[config.mk]
export PLATFORM = sky130hd
export DESIGN_NAME = pfs_top
export DESIGN_NICKNAME = d
export VERILOG_FILES = /design/src/verilog/pfs_pkg.sv /design/src/verilog/pfs_reg_if.sv /design/src/verilog/pfs_top.sv /design/src/verilog/pfs_sync.sv /design/src/verilog/pfs_axil.sv
export SDC_FILE = /design/constraint.sdc
export NUM_CORES = 1
export LEC_CHECK = 0
export BUFFER_PORTS_ARGS = -buffer_cell sky130_fd_sc_hd__buf_2
export CORE_MARGIN = 2
export CORE_UTILIZATION = 35
export CTS_BUF_LIST = sky130_fd_sc_hd__clkbuf_4 sky130_fd_sc_hd__clkbuf_8
export DETAILED_ROUTE_END_ITERATION = 10
export SLEW_MARGIN = 20
export SYNTH_ARGS = -nofsm -noshare
export SYNTH_HDL_FRONTEND = slang
export SYNTH_SLANG_ARGS = --single-unit
[constraint.sdc]
create_clock -name I_CLK -period 3.65 [get_ports I_CLK]
set_clock_uncertainty 0.1 [all_clocks]
set_input_delay 0.73 -clock I_CLK [delete_from_list [all_inputs] [get_ports I_CLK]]
set_output_delay 0.73 -clock I_CLK [all_outputs]
set_load 0.01 [all_outputs]
[src/verilog/pfs_pkg.sv]
/*
 * constants, register map and helpers for the pwm forced output stop block.
 * assumes a 32-bit axi4-lite register bus with 8-bit byte addresses.
 */
package pfs_pkg;
   localparam int AW = 8;
   // register byte offsets
   localparam logic [7:0] OFF_CTRL   = 8'h00;
   localparam logic [7:0] OFF_TRGEN  = 8'h04;
   localparam logic [7:0] OFF_PERIOD = 8'h08;
   localparam logic [7:0] OFF_DUTY   = 8'h0c;
   localparam logic [7:0] OFF_CMD    = 8'h10;
   localparam logic [7:0] OFF_STATUS = 8'h14;
   localparam logic [7:0] OFF_COUNT  = 8'h18;
   // forced_stop_control fields
   localparam int B_S2_PIN_B = 15;
   localparam int B_S2_PIN_A = 14;
   localparam int B_S2_COMPARATOR_ONE  = 13;
   localparam int B_S2_COMPARATOR_ZERO  = 12;
   localparam int B_S2_MODE  = 8;
   localparam int B_S1_COMPARATOR_ONE  = 5;
   localparam int B_S1_COMPARATOR_ZERO  = 4;
   localparam int B_S1_CLR   = 2;
   localparam int B_SAFE     = 0;
   // command register fields
   localparam int B_RUN      = 0;
   localparam int B_RELEASE  = 1;
   // reset values
   localparam logic [15:0] RST_CTRL   = 16'h411c;
   localparam logic [7:0]  RST_TRGEN  = 8'h02;
   localparam logic [15:0] RST_PERIOD = 16'hffff;
   localparam logic [15:0] RST_DUTY   = 16'h8000;
   localparam logic [15:0] CNT_STOP   = 16'hffff;
   // stop function 1 clear conditions
   typedef enum logic [1:0] {
      CLR_NOW, CLR_NOW_IDLE, CLR_PERIOD, CLR_PERIOD_IDLE
   } pfs_clr_t;

   function automatic logic pfs_mapped(input logic [7:0] a);
      return a == OFF_CTRL || a == OFF_TRGEN || a == OFF_PERIOD ||
             a == OFF_DUTY || a == OFF_CMD || a == OFF_STATUS ||
             a == OFF_COUNT;
   endfunction : pfs_mapped

   function automatic logic [15:0] pfs_merge(input logic [15:0] old,
                                             input logic [31:0] nw,
                                             input logic [3:0]  strb);
      return {strb[1] ? nw[15:8] : old[15:8], strb[0] ? nw[7:0] : old[7:0]};
   endfunction : pfs_merge
endpackage : pfs_pkg

[src/verilog/pfs_reg_if.sv]
/*
 * register access carrier between the bus slave and the core.
 * assumes one clock; writes are single-cycle pulses.
 */
`timescale 1ns/1ns
interface pfs_reg_if;
   logic        wr_en;
   logic [7:0]  wr_addr;
   logic [31:0] wr_data;
   logic [3:0]  wr_strb;
   logic        wr_ok;
   logic [7:0]  rd_addr;
   logic [31:0] rd_data;
   logic        rd_ok;
   modport bus  (output wr_en, wr_addr, wr_data, wr_strb, rd_addr, input wr_ok, rd_data, rd_ok);
   modport core (input wr_en, wr_addr, wr_data, wr_strb, rd_addr, output wr_ok, rd_data, rd_ok);
endinterface : pfs_reg_if

[src/verilog/pfs_top.sv]
/*
 * pwm forced output stop: two stop functions force two pwm outputs
 * into a safe state from comparator or interrupt-pin triggers.
 * assumes asynchronous trigger pins and an axi4-lite master.
 */
`timescale 1ns/1ns
// How it works
// - pin a or b triggers stop 2 when enabled
// - comparator 1/0 trigger stop 2 when selected
// - comparator 1/0 trigger stop 1 when selected
// - mode 0: stop 2 ends next period
// - mode 1: ends after reverse edge, period
// - clear 00: release write clears at once
// - clear 01: release ignored while trigger active
// - clear 10: release clears at next period
// - clear 11: idle release clears next period
// - stopped timer keeps pending stop active
// - safe state field picks output level
// - per-output trigger enable gates forcing
// - run bit cleared loads counter ffff
module pfs_top
   import pfs_pkg::*;
(
   input  wire logic        I_CLK,
   input  wire logic        I_RESET,
   input  wire logic [7:0]  I_AWADDR,
   input  wire logic        I_AWVALID,
   output logic             O_AWREADY,
   input  wire logic [31:0] I_WDATA,
   input  wire logic [3:0]  I_WSTRB,
   input  wire logic        I_WVALID,
   output logic             O_WREADY,
   output logic [1:0]       O_BRESP,
   output logic             O_BVALID,
   input  wire logic        I_BREADY,
   input  wire logic [7:0]  I_ARADDR,
   input  wire logic        I_ARVALID,
   output logic             O_ARREADY,
   output logic [31:0]      O_RDATA,
   output logic [1:0]       O_RRESP,
   output logic             O_RVALID,
   input  wire logic        I_RREADY,
   input  wire logic        I_COMPARATOR_ZERO,
   input  wire logic        I_COMPARATOR_ONE,
   input  wire logic        I_EXT_IRQ_PIN_A,
   input  wire logic        I_EXT_IRQ_PIN_B,
   output logic [1:0]       O_PWM_OUTPUT,
   output logic [1:0]       O_PWM_OUTPUT_OE_N
);
   import pfs_pkg::*;

   pfs_reg_if rif ();

   logic [3:0]  trig_s;
   logic        comparator_zero;
   logic        comparator_one;
   logic        pin_a;
   logic        pin_b;
   logic [15:0] ctrl_q;
   logic [7:0]  trgen_q;
   logic [15:0] period_q;
   logic [15:0] duty_q;
   logic        run_q;
   logic [15:0] cnt_q;
   logic        stop1_q;
   logic        pend1_q;
   logic        stop2_q;
   logic        rev2_q;
   logic        trig2_prev_q;
   logic        trig1;
   logic        trig2;
   logic        per_start;
   logic        rel;
   logic        rel_ok;
   logic        wr_ctrl;
   logic        wr_cmd;
   pfs_clr_t    clr_mode;
   logic        force_any;
   logic [1:0]  pwm_raw;
   logic        safe_lvl;
   logic        safe_hiz;
   logic [31:0] rd_mux;

   pfs_axil u_axil (
      .i_clk     (I_CLK),
      .i_reset   (I_RESET),
      .i_awaddr  (I_AWADDR),
      .i_awvalid (I_AWVALID),
      .o_awready (O_AWREADY),
      .i_wdata   (I_WDATA),
      .i_wstrb   (I_WSTRB),
      .i_wvalid  (I_WVALID),
      .o_wready  (O_WREADY),
      .o_bresp   (O_BRESP),
      .o_bvalid  (O_BVALID),
      .i_bready  (I_BREADY),
      .i_araddr  (I_ARADDR),
      .i_arvalid (I_ARVALID),
      .o_arready (O_ARREADY),
      .o_rdata   (O_RDATA),
      .o_rresp   (O_RRESP),
      .o_rvalid  (O_RVALID),
      .i_rready  (I_RREADY),
      .rif       (rif.bus)
   );

   pfs_sync #(.W(4)) u_sync (
      .i_clk   (I_CLK),
      .i_reset (I_RESET),
      .i_async ({I_EXT_IRQ_PIN_B, I_EXT_IRQ_PIN_A, I_COMPARATOR_ONE, I_COMPARATOR_ZERO}),
      .o_sync  (trig_s)
   );

   assign comparator_zero  = trig_s[0];
   assign comparator_one  = trig_s[1];
   assign pin_a = trig_s[2];
   assign pin_b = trig_s[3];

   // register writes
   assign wr_ctrl    = rif.wr_en && rif.wr_addr == OFF_CTRL;
   assign wr_cmd     = rif.wr_en && rif.wr_addr == OFF_CMD && rif.wr_strb[0];
   assign rel        = wr_cmd && rif.wr_data[B_RELEASE];
   assign rif.wr_ok  = pfs_mapped(rif.wr_addr);
   assign rif.rd_ok  = pfs_mapped(rif.rd_addr);
   assign clr_mode   = pfs_clr_t'(ctrl_q[B_S1_CLR +: 2]);

   always_ff @(posedge I_CLK) begin
      if (I_RESET) begin
         ctrl_q   <= RST_CTRL;
         trgen_q  <= RST_TRGEN;
         period_q <= RST_PERIOD;
         duty_q   <= RST_DUTY;
         run_q    <= 1'b0;
      end else if (rif.wr_en) begin
         if (wr_ctrl)
            ctrl_q <= pfs_merge(ctrl_q, rif.wr_data, rif.wr_strb) & 16'hf13f;
         if (rif.wr_addr == OFF_TRGEN && rif.wr_strb[0])
            trgen_q <= {6'h00, rif.wr_data[1:0]};
         if (rif.wr_addr == OFF_PERIOD)
            period_q <= pfs_merge(period_q, rif.wr_data, rif.wr_strb);
         if (rif.wr_addr == OFF_DUTY)
            duty_q <= pfs_merge(duty_q, rif.wr_data, rif.wr_strb);
         if (wr_cmd)
            run_q <= rif.wr_data[B_RUN];
      end
   end

   always_ff @(posedge I_CLK) begin
      if (I_RESET)
         cnt_q <= CNT_STOP;
      else if (!run_q)
         cnt_q <= CNT_STOP;
      else if (per_start)
         cnt_q <= 16'h0000;
      else
         cnt_q <= cnt_q + 16'h0001;
   end

   assign per_start = run_q && (cnt_q == period_q || cnt_q == CNT_STOP);

   assign trig1 = (ctrl_q[B_S1_COMPARATOR_ONE] && comparator_one) || (ctrl_q[B_S1_COMPARATOR_ZERO] && comparator_zero);

   // pins and comparators for stop 2
   assign trig2 = (ctrl_q[B_S2_PIN_B] && pin_b) || (ctrl_q[B_S2_PIN_A] && pin_a) ||
                  (ctrl_q[B_S2_COMPARATOR_ONE] && comparator_one) || (ctrl_q[B_S2_COMPARATOR_ZERO] && comparator_zero);

   assign rel_ok = rel && !(clr_mode[0] && trig1);

   // trigger set always beats release
   always_ff @(posedge I_CLK) begin
      if (I_RESET) begin
         stop1_q <= 1'b0;
      end else if (trig1) begin
         stop1_q <= 1'b1;
      end else begin
         unique case (clr_mode)
            CLR_NOW, CLR_NOW_IDLE: if (rel_ok) stop1_q <= 1'b0;
            CLR_PERIOD, CLR_PERIOD_IDLE: if (pend1_q && per_start) stop1_q <= 1'b0;
         endcase
      end
   end

   // pending clear armed by any release in mode 10, by idle release in mode 11
   // a release landing on a period start must not be lost, so it beats the drop
   always_ff @(posedge I_CLK) begin
      if (I_RESET)
         pend1_q <= 1'b0;
      else if (!clr_mode[1])
         pend1_q <= 1'b0;
      else if (rel_ok)
         pend1_q <= 1'b1;
      else if ((per_start && !trig1) || (!stop1_q && !trig1))
         pend1_q <= 1'b0;
   end

   // reverse edge of the trigger arms release
   always_ff @(posedge I_CLK) begin
      if (I_RESET) begin
         trig2_prev_q <= 1'b0;
         rev2_q       <= 1'b0;
      end else begin
         trig2_prev_q <= trig2;
         if (trig2)
            rev2_q <= 1'b0;
         else if (trig2_prev_q)
            rev2_q <= 1'b1;
      end
   end

   always_ff @(posedge I_CLK) begin
      if (I_RESET)
         stop2_q <= 1'b0;
      else if (trig2)
         stop2_q <= 1'b1;
      else if (per_start && (!ctrl_q[B_S2_MODE] || rev2_q))
         stop2_q <= 1'b0;
   end

   // plain pwm: output 1 is the complement of output 0
   assign pwm_raw = {!(cnt_q < duty_q), cnt_q < duty_q};

   // live trigger forces at once, not one cycle late
   assign force_any = stop1_q || trig1 || stop2_q || trig2;

   // stop 1 alone can pick hi-z; both stops share the level
   always_comb begin
      safe_hiz = 1'b0;
      safe_lvl = ctrl_q[B_SAFE];
      if (stop1_q || trig1)
         safe_hiz = !ctrl_q[B_SAFE + 1];
   end

   always_ff @(posedge I_CLK) begin
      if (I_RESET) begin
         O_PWM_OUTPUT      <= 2'b00;
         O_PWM_OUTPUT_OE_N <= 2'b00;
      end else begin
         for (int n = 0; n < 2; n++) begin
            if (trgen_q[n] && force_any) begin
               O_PWM_OUTPUT[n]      <= safe_hiz ? 1'b0 : safe_lvl;
               O_PWM_OUTPUT_OE_N[n] <= safe_hiz;
            end else begin
               O_PWM_OUTPUT[n]      <= pwm_raw[n];
               O_PWM_OUTPUT_OE_N[n] <= 1'b0;
            end
         end
      end
   end

   // read mux; unmapped addresses read zero with slverr
   always_comb begin
      rd_mux = 32'h0000_0000;
      unique case (rif.rd_addr)
         OFF_CTRL:   rd_mux[15:0] = ctrl_q;
         OFF_TRGEN:  rd_mux[7:0]  = trgen_q;
         OFF_PERIOD: rd_mux[15:0] = period_q;
         OFF_DUTY:   rd_mux[15:0] = duty_q;
         OFF_CMD:    rd_mux[0]    = run_q;
         OFF_STATUS: rd_mux[9:0]  = {trig_s, rev2_q, pend1_q, stop2_q, stop1_q, trig2, trig1};
         OFF_COUNT:  rd_mux[15:0] = cnt_q;
         default:    rd_mux = 32'h0000_0000;
      endcase
   end
   assign rif.rd_data = rd_mux;
endmodule : pfs_top

[src/verilog/pfs_sync.sv]
/*
 * two-flop synchroniser for asynchronous trigger pins.
 * assumes inputs are slow levels relative to the clock.
 */
`timescale 1ns/1ns
module pfs_sync #(
   parameter int W = 4
) (
   input  wire logic         i_clk,
   input  wire logic         i_reset,
   input  wire logic [W-1:0] i_async,
   output logic      [W-1:0] o_sync
);
   logic [W-1:0] meta_q;

   // first stage feeds only the second stage
   always_ff @(posedge i_clk) begin
      if (i_reset) begin
         meta_q <= '0;
         o_sync <= '0;
      end else begin
         meta_q <= i_async;
         o_sync <= meta_q;
      end
   end
endmodule : pfs_sync

[src/verilog/pfs_axil.sv]
/*
 * axi4-lite slave feeding the register carrier.
 * assumes one write and one read outstanding at a time.
 */
`timescale 1ns/1ns
module pfs_axil (
   input  wire logic        i_clk,
   input  wire logic        i_reset,
   input  wire logic [7:0]  i_awaddr,
   input  wire logic        i_awvalid,
   output logic             o_awready,
   input  wire logic [31:0] i_wdata,
   input  wire logic [3:0]  i_wstrb,
   input  wire logic        i_wvalid,
   output logic             o_wready,
   output logic [1:0]       o_bresp,
   output logic             o_bvalid,
   input  wire logic        i_bready,
   input  wire logic [7:0]  i_araddr,
   input  wire logic        i_arvalid,
   output logic             o_arready,
   output logic [31:0]      o_rdata,
   output logic [1:0]       o_rresp,
   output logic             o_rvalid,
   input  wire logic        i_rready,
   pfs_reg_if.bus           rif
);
   logic aw_h_q;
   logic w_h_q;

   assign o_awready   = !aw_h_q;
   assign o_wready    = !w_h_q;
   assign o_arready   = !o_rvalid;
   assign rif.wr_en   = aw_h_q && w_h_q && !o_bvalid;
   assign rif.rd_addr = i_araddr;

   // address and data may arrive in either order
   always_ff @(posedge i_clk) begin
      if (i_reset) begin
         aw_h_q      <= 1'b0;
         w_h_q       <= 1'b0;
         rif.wr_addr <= 8'h00;
         rif.wr_data <= 32'h0000_0000;
         rif.wr_strb <= 4'h0;
      end else begin
         if (rif.wr_en) begin
            aw_h_q <= 1'b0;
            w_h_q  <= 1'b0;
         end else begin
            if (i_awvalid && !aw_h_q) begin
               aw_h_q      <= 1'b1;
               rif.wr_addr <= i_awaddr;
            end
            if (i_wvalid && !w_h_q) begin
               w_h_q       <= 1'b1;
               rif.wr_data <= i_wdata;
               rif.wr_strb <= i_wstrb;
            end
         end
      end
   end

   always_ff @(posedge i_clk) begin
      if (i_reset) begin
         o_bvalid <= 1'b0;
         o_bresp  <= 2'b00;
      end else if (rif.wr_en) begin
         o_bvalid <= 1'b1;
         o_bresp  <= rif.wr_ok ? 2'b00 : 2'b10;
      end else if (i_bready) begin
         o_bvalid <= 1'b0;
      end
   end

   always_ff @(posedge i_clk) begin
      if (i_reset) begin
         o_rvalid <= 1'b0;
         o_rdata  <= 32'h0000_0000;
         o_rresp  <= 2'b00;
      end else if (i_arvalid && !o_rvalid) begin
         o_rvalid <= 1'b1;
         o_rdata  <= rif.rd_data;
         o_rresp  <= rif.rd_ok ? 2'b00 : 2'b10;
      end else if (i_rready) begin
         o_rvalid <= 1'b0;
      end
   end
endmodule : pfs_axil

==> results of run 1 <==
-- critical path: stages (launching register included) --
cell and delay, ns:
dfxtp_1 0.48, ha_1 0.24, nand3_1 0.15, nor2_1 0.40
a31o_2 0.30, and2_1 0.46, o21ai_0 0.20
-- power by group --
part           switching, mW  internal, mW
combinational          0.120        0.0692
clock                  0.559         0.650
sequential            0.0316          1.42
total                  0.711          2.14
-- final timing paths --
kind	from	slack [ns]	depth (start not counted)	endpoint
worst max-delay path	cnt_q[1]	1.14	6	cnt_q[15]
worst min-delay path	I_RREADY	0.34	2	u_axil.o_rvalid
worst max register to register	cnt_q[1]	1.14	6	cnt_q[15]
worst min register to register	u_sync.meta_q[3]	0.35	1	u_sync.o_sync[3]
-- metal layers --
metal | routed length, um | global-route usage | part of all wire
met2 | 6716 | 0.2635 | 0.43
met1 | 7694 | 0.2546 | 0.50
met5 | 0 | 0 | 0
met3 | 648 | 0.03501 | 0.042
met4 | 431 | 0.08452 | 0.028
-- Yosys cell counts (all sizes together) (2+ instances only) --
cell type,instances,area (um2)
a211oi,3,22.52
a21o,5,37.54
a21oi,52,264.0
a221oi,8,70.07
a22o,6,52.55
a22oi,18,135.1
a31oi,3,18.77
and2,4,25.02
and3,6,37.54
and3b,2,17.52
buf,29,198.9
clkbuf,21,78.83
dfxtp,127,2542
ha,16,200.2
inv,23,86.33
mux2,6,67.56
mux2i,35,350.3
mux4,2,45.04
nand2,113,424.2
nand2b,3,18.77
nand3,28,150.1
nand4,10,75.07
nor2,44,167.7
nor2b,14,95.09
nor3,11,55.05
nor4,4,25.02
o21ai,35,175.2
or3,2,12.51
xnor2,22,192.7
xor2,8,70.07
-- state kept, by name, indices dropped and copies added, names as in the netlist, 2 cells and up --
register	cells
u_sync.meta_q	4
ctrl_q	11
u_axil.rif.wr_data	16
duty_q	16
O_PWM_OUTPUT_OE_N	2
u_axil.rif.wr_strb	2
period_q	16
O_PWM_OUTPUT	2
u_axil.o_rdata	16
trgen_q	2
u_sync.o_sync	4
cnt_q	16
u_axil.rif.wr_addr	8
-- area by class of cell --
| type | instances | share of cell area |
|---|---|---|
| Timing Repair Buffer | 75 | 0.05739 |
| Clock inverter | 10 | 0.01696 |
| Tap cell | 220 | 0.04099 |
| Clock buffer | 21 | 0.04118 |
| Sequential cell | 127 | 0.3786 |
| Inverter | 24 | 0.01342 |
| Multi-Input combinational cell | 495 | 0.4515 |
-- cells by family after synthesis --
family          count (synthesis)  synth area share
xor+xnor                       30           0.04475
other cells                     1         0.0006386
simple gates                  246            0.1956
flops                         127            0.4330
fa+ha+maj                      16           0.03409
buf+inv                        74           0.06265
mux                            43           0.07884
compound gates                142            0.1504
-- metrics by stage --
step,cell area [um2],hold slack [ns]
CTS,6715,0.3228
finish,6715,0.3438
global route,6715,0.3523
detailed placement,6325,0.3281
global placement,6325,0.3227
floorplan,5936,0.3138
-- placed cells by master, fill, tap and decap left out, types with 19 or more instances in the layout --
cell type	instances
a21oi_1	51
buf_2	71
clkbuf_8	19
dfxtp_1	127
inv_1	23
mux2i_1	35
nand2_1	113
nand3_1	26
nor2_1	43
o21ai_0	26
xnor2_1	22
==> flow_summary.yaml, run 1 <==
place:
  dp_hpwl_mm: 11.36
  numPortBuffers: 71
  dp_cells: 941
  place_ws_ns: 0.8398
  globalplace.congestion: 0.8907
drt:
  routedWlPerCell_um: 15.94
  ant_nets: 0
  drt_iter0_markers: 300
  avgViaCountPerCell: 5.072
  finalWirelength_mm: 15.49
  drc: 0
  drtPass1Iterations: 5
  dr_total_vias: 4930
power:
  powerDensity_nw_per_um2: 423.9
  ir_drop_mv: 0.2750
  p_leak_nw: 2.911
  p_total_mw: 2.847
critical_path:
  critPathCaptureType: "register"
  crit_arrival_ns: 2.69
  crit_required_ns: 3.83
  path_max_fanout: 13
  critical_path_class: "reg -> reg"
  worstSetupStartpointType: "register"
floorplan:
  core_area_um2: 16470
  rows: 47
  die_h_um: 133.5
  die_width_um: 133.5
  ios: 108
  initial_utilization: 0.3566
  die-area_um2: 17830
sta:
  setup_tns_ns: 0
  rsz0062_at_grt: "false"
  period_minus_slack_ns: 2.515
  maxSlewHeadroom: 0.4097
  slew_violations: 0
  finalCritPeriodShare: 0.6889
  fin_ws_ns: 1.135
  worst_pin_slew_ns: 0.8836
  setup_violations: 0
  fmax_mhz: 397.7
  hold_viol: 0
outcome:
  status: "finished clean"
cts:
  post_cts_buffers: 0
  postCtsHoldBufs: 0
  clk_latency_ns: 0.46
  cts_tree: "built"
  cts_made_buffers: 17
  clock_sinks: 127
  clk_pin_slew_ns: 0.07
  cts.path.max_buffers: 2
  clockRootBuffer: "clkbuf_8"
  post_cts_resized: 0
  htreeDepth: 4
synth:
  avgSynthCellArea_um2: 8.648
  ys_types: 58
  netlist_area_um2: 5872
  yosysWarnings: 0
  synth_flop_cell: "dfxtp_1"
  synth_edf_count: 0
  synth-seq-cells: 127
  netlist_instances: 679
  async_reset_ff_frac: 0
  yosysSeqAreaShare: 0.4330
finish:
  area_growth_pct: 14.36
  drive_gt1_frac: 0.1662
  regArea_um2: 2542
  fin_util: 0.4078
  multi_input_area_um2: 3032
  nNetsFinal: 819
  antenna-diode-count: 0
  finalNonFillerCells: 972
  fillers: 1748
flow_run:
  max_cap_violations: 0
global_routing:
  grt_pass1_wl_mm: 25.09
  antenna_found_initial: 0
  grt_overflow: 0
  grt_pass1_vias: 4640
  grt_max_degree: 61
  grt_usage: 0.1800
worst_hold_path:
  hold_class: "in -> reg"
No activity file was read; power rests on OpenSTA's default activity.
==> inputs of run 2 (changes only) <==
Clock period 3.65 ns to 2.6 ns, I/O delays scaled along.
==> run 2 against run 1 <==
Net effect: setup slack worse by 0.87 ns; clock power grew 26%; fmax rose by 7.8%; sequential power rose by 40%; die area unchanged; highest routed layer unchanged; sequential share of layout area is 0.75 points lower; critical endpoint is now O_PWM_OUTPUT[0]; critical path depth up 2; core utilization rose by 0.82 points; global-route usage is 0.073 points higher; sequential cell count stayed put; register-to-register slack got worse by 0.87 ns; worst hold slack worse by 0.21 ns.
==> flow_summary.yaml, run 2 (synthesis gave the netlist of run 1 again) <==
critical_path:
  crit_required_ns: 2.89
  crit_arrival_ns: 2.62
  critical_path_class: "reg -> reg"
  critPathCaptureType: "register"
  path_max_fanout: 3
  worstSetupStartpointType: "register"
place:
  dp_hpwl_mm: 11.66
  numPortBuffers: 71
  globalplace.congestion: 0.8647
floorplan:
  ios: 108
  die_width_um: 133.5
  die-area_um2: 17830
  core_area_um2: 16470
  rows: 47
  die_h_um: 133.5
  initial_utilization: 0.3566
power:
  ir_drop_mv: 0.2960
  p_sw_frac: 0.2596
  p_seq_frac: 0.531
  p_leak_nw: 2.999
  netSwitchingPower_mw: 0.9943
  internal-power_mw: 2.836
  power_frac_comb: 0.071
  powerDensity_nw_per_um2: 559.2
  p_total_mw: 3.831
  p_clk_frac: 0.399
global_routing:
  grt_overflow: 0
  grt_max_degree: 53
  grt_pass1_wl_mm: 24.96
  antenna_found_initial: 0
  grt_pass1_vias: 4660
  grt_usage: 0.1807
finish:
  fillers: 1725
  regArea_um2: 2542
  final_common_cell: "dfxtp_1"
  layout_common_cells: "dfxtp_1 (127), nand2_1 (113), buf_2 (71)"
  multi_input_area_um2: 3032
  fin_util: 0.4160
  drive_gt1_frac: 0.1920
  area_growth_pct: 16.66
  antenna-diode-count: 0
  nNetsFinal: 842
sta:
  period_minus_slack_ns: 2.332
  fmax_mhz: 428.8
  hold_viol: 0
  maxSlewHeadroom: 0.5596
  whs_ns: 0.1383
  rsz0062_at_grt: "false"
  setup_violations: 0
  slew_violations: 0
  worst_pin_slew_ns: 0.6581
  setup_tns_ns: 0
  finalCritPeriodShare: 0.8970
drt:
  drc: 0
  finalWirelength_mm: 15.63
  dr_total_vias: 4965
  ant_nets: 0
  routedWlPerCell_um: 15.69
  avgViaCountPerCell: 4.985
  drt_iter0_markers: 374
  drtPass1Iterations: 5
cts:
  clk_pin_slew_ns: 0.08
  clockRootBuffer: "clkbuf_8"
  clk_latency_ns: 0.45
  post_cts_resized: 0
  clock_sinks: 127
  cts_made_buffers: 17
  cts_tree: "built"
  htreeDepth: 4
  postCtsHoldBufs: 0
  cts.path.max_buffers: 2
  post_cts_buffers: 0
worst_hold_path:
  hold_class: "in -> reg"
outcome:
  status: "finished clean"
flow_run:
  max_cap_violations: 0
[run 2: per-layer routing]
layer	share of wire	GRT usage	up-vias	routed length, um
li1	-	-	2501	-
met1	0.49	0.2574	2278	7598
met2	0.43	0.2623	162	6794
met3	0.055	0.03843	24	852
met4	0.024	0.07979	0	380
met5	0	0	-	0
[run 2: cell type report]
cell class	count	area share
multi-input cells	495	0.4426
flip-flops and latches	127	0.3711
repair buffers	98	0.08146
clock buffers	23	0.04256
well taps	220	0.04018
inverters	24	0.01315
clock inverters	9	0.008950
[run 2: power groups by stage]
| stage | sequential [mW] | clock (mW) | combinational (mW) |
|---|---|---|---|
| finish | 2.03 | 1.53 | 0.271 |
| global route | 2.04 | 1.65 | 0.300 |
| CTS | 2.03 | 1.57 | 0.269 |
| detailed placement | 2.08 | 0 | 0.268 |
| global placement | 2.08 | 0 | 0.268 |
| floorplan | 2.06 | 0 | 0.190 |
[run 2: worst paths after layout]
path	from	to	slack, ns	cells after the start
hold / removal	I_RREADY	u_axil.o_rvalid	0.14	2
hold reg to reg	u_sync.meta_q[3]	u_sync.o_sync[3]	0.34	1
setup / recovery	duty_q[15]	O_PWM_OUTPUT[0]	0.27	8
setup reg to reg	duty_q[15]	O_PWM_OUTPUT[0]	0.27	8
[run 2: metrics by stage]
stage               cell area [um2]  std cells  worst slack, ns
floorplan                      5936        696           0.4005
global placement               6497        964           0.2311
detailed placement             6497        964           0.2337
CTS                            6850        996           0.2076
global route                   6850        996         0.003632
finish                         6850        996           0.2678
[run 2: worst max-delay path: stages, from the launching register on]
cell and delay (ns):
dfxtp_1 0.36, inv_1 0.05, ha_1 0.32, a2111oi_0 0.50, o21ai_0 0.16, a21oi_1 0.14, nor2_1 0.05, a31oi_1 0.37
a22o_1 0.21
==> inputs of run 3 (changes only) <==
Clock period 2.6 ns to 2.3 ns, I/O delays scaled along.
==> run 3 against run 2 <==
Net effect: wire length fell by 0.23%; setup slack got worse by 0.13 ns; global-route usage barely moved; via count rose by 0.54%; combinational power rose by 14%; non-clock buffer count rose by 12; die area did not move; clock-buffer cell count fell by 2.
==> flow_summary.yaml, run 3 (synthesis gave the netlist of run 1 again) <==
cts:
  cts_made_buffers: 17
  htreeDepth: 4
  postCtsHoldBufs: 0
  clockRootBuffer: "clkbuf_8"
  cts.path.max_buffers: 2
  clk_latency_ns: 0.44
  post_cts_resized: 0
  clock_sinks: 127
  clk_pin_slew_ns: 0.07
  cts_tree: "built"
  post_cts_buffers: 0
drt:
  finalWirelength_mm: 15.59
  drtPass1Iterations: 5
  routedWlPerCell_um: 15.48
  drc: 0
  dr_total_vias: 4992
  ant_nets: 0
  drt_iter0_markers: 341
  avgViaCountPerCell: 4.957
sta:
  worst_pin_slew_ns: 0.6446
  period_minus_slack_ns: 2.164
  setup_violations: 0
  hold_viol: 0
  maxSlewHeadroom: 0.5687
  slew_violations: 0
  whs_ns: 0.09570
  fmax_mhz: 462.1
  setup_tns_ns: 0
  finalCritPeriodShare: 0.9409
  rsz0062_at_grt: "false"
critical_path:
  r2r_slack_ns: 0.14
  worstSetupStartpointType: "register"
  path_max_fanout: 10
  critical_path_class: "reg -> reg"
  critPathCaptureType: "register"
  r2r_end: "cnt_q[5]"
  crit_required_ns: 2.52
  crit_arrival_ns: 2.39
  critPathLaunch: "period_q[0]"
  r2r_cells: 8
  r2r-start: "period_q[0]"
floorplan:
  initial_utilization: 0.3566
  die_width_um: 133.5
  die-area_um2: 17830
  rows: 47
  core_area_um2: 16470
  ios: 108
  die_h_um: 133.5
global_routing:
  grt_overflow: 0
  grt_pass1_vias: 4648
  antenna_found_initial: 0
  grt_max_degree: 80
  grt_usage: 0.1808
  grt_pass1_wl_mm: 25.03
finish:
  regArea_um2: 2542
  fillers: 1710
  fin_util: 0.4257
  final_common_cell: "dfxtp_1"
  finalNonFillerCells: 1007
  drive_gt1_frac: 0.2033
  multi_input_area_um2: 3050
  nNetsFinal: 854
  layout_common_cells: "dfxtp_1 (127), nand2_1 (113), buf_2 (71)"
  antenna-diode-count: 0
  area_growth_pct: 19.37
place:
  globalplace.congestion: 0.8684
  dp_cells: 976
  numPortBuffers: 71
  dp_hpwl_mm: 11.86
worst_hold_path:
  min_path_cells: 2
  hold_class: "in -> reg"
  whs_endpoint: "u_axil.o_rvalid"
  hp-start: "I_RREADY"
flow_run:
  max_cap_violations: 0
power:
  p_leak_nw: 3.078
  p_total_mw: 4.521
  ir_drop_mv: 0.4313
  powerDensity_nw_per_um2: 645.0
outcome:
  status: "finished clean"
[run 3: changes by cell type in the layout (fill, tap and decap cells not counted), sizes merged]
cell / delta
buf: +12
bufinv: +2
clkbuf: -2
clkinv: +1
clkinvlp: -1
inv: -1
[run 3: routing by layer]
| metal | vias to the layer above | GRT usage | share of wire |
|---|---|---|---|
| met5 | - | 0 | 0 |
| li1 | 2529 | - | - |
| met1 | 2300 | 0.2554 | 0.50 |
| met2 | 146 | 0.2729 | 0.44 |
| met4 | 0 | 0.06265 | 0.016 |
| met3 | 17 | 0.03881 | 0.052 |
[run 3: stage by stage]
| step | cell area, um2 | worst slack (ns) |
|---|---|---|
| after floorplan | 5936 | 0.1605 |
| after global placement | 6600 | 0.02753 |
| after detailed placement | 6600 | -0.01195 |
| after CTS | 6990 | 0.1241 |
| after global routing | 7009 | 0.00004396 |
| final | 7009 | 0.1359 |
[run 3: cell type report]
class | count | area share
Clock inverter | 10 | 0.01624
Timing Repair Buffer | 110 | 0.09425
Multi-Input combinational cell | 495 | 0.4352
Clock buffer | 21 | 0.03945
Sequential cell | 127 | 0.3627
Tap cell | 220 | 0.03927
Inverter | 24 | 0.01285
[run 3: worst max path at each step]
stage          slack (ns)           endpoint  cells after the start
2_1_floorplan        0.16  u_axil.o_rdata[9]                      8
3_3_place_gp         0.03  u_axil.o_rdata[9]                      7
3_5_place_dp        -0.01  u_axil.o_rdata[9]                      7
4_1_cts              0.12          duty_q[5]                      7
5_1_grt           0.00004           cnt_q[9]                      8
6_report             0.14           cnt_q[5]                      8
[run 3: worst max-delay path: stages (launching register included)]
cell     delay [ns]
dfxtp_1        0.35
xnor2_1        0.33
nand4_1        0.14
nor4_1         0.32
buf_4          0.17
a31o_2         0.18
and2_1         0.17
buf_4          0.17
o21ai_0        0.11
[run 3: power by group]
group          switching, mW  internal (mW)  leakage [nW]
Sequential            0.0501           2.25          1.03
Combinational          0.191          0.118          1.85
Clock                  0.880           1.03         0.191
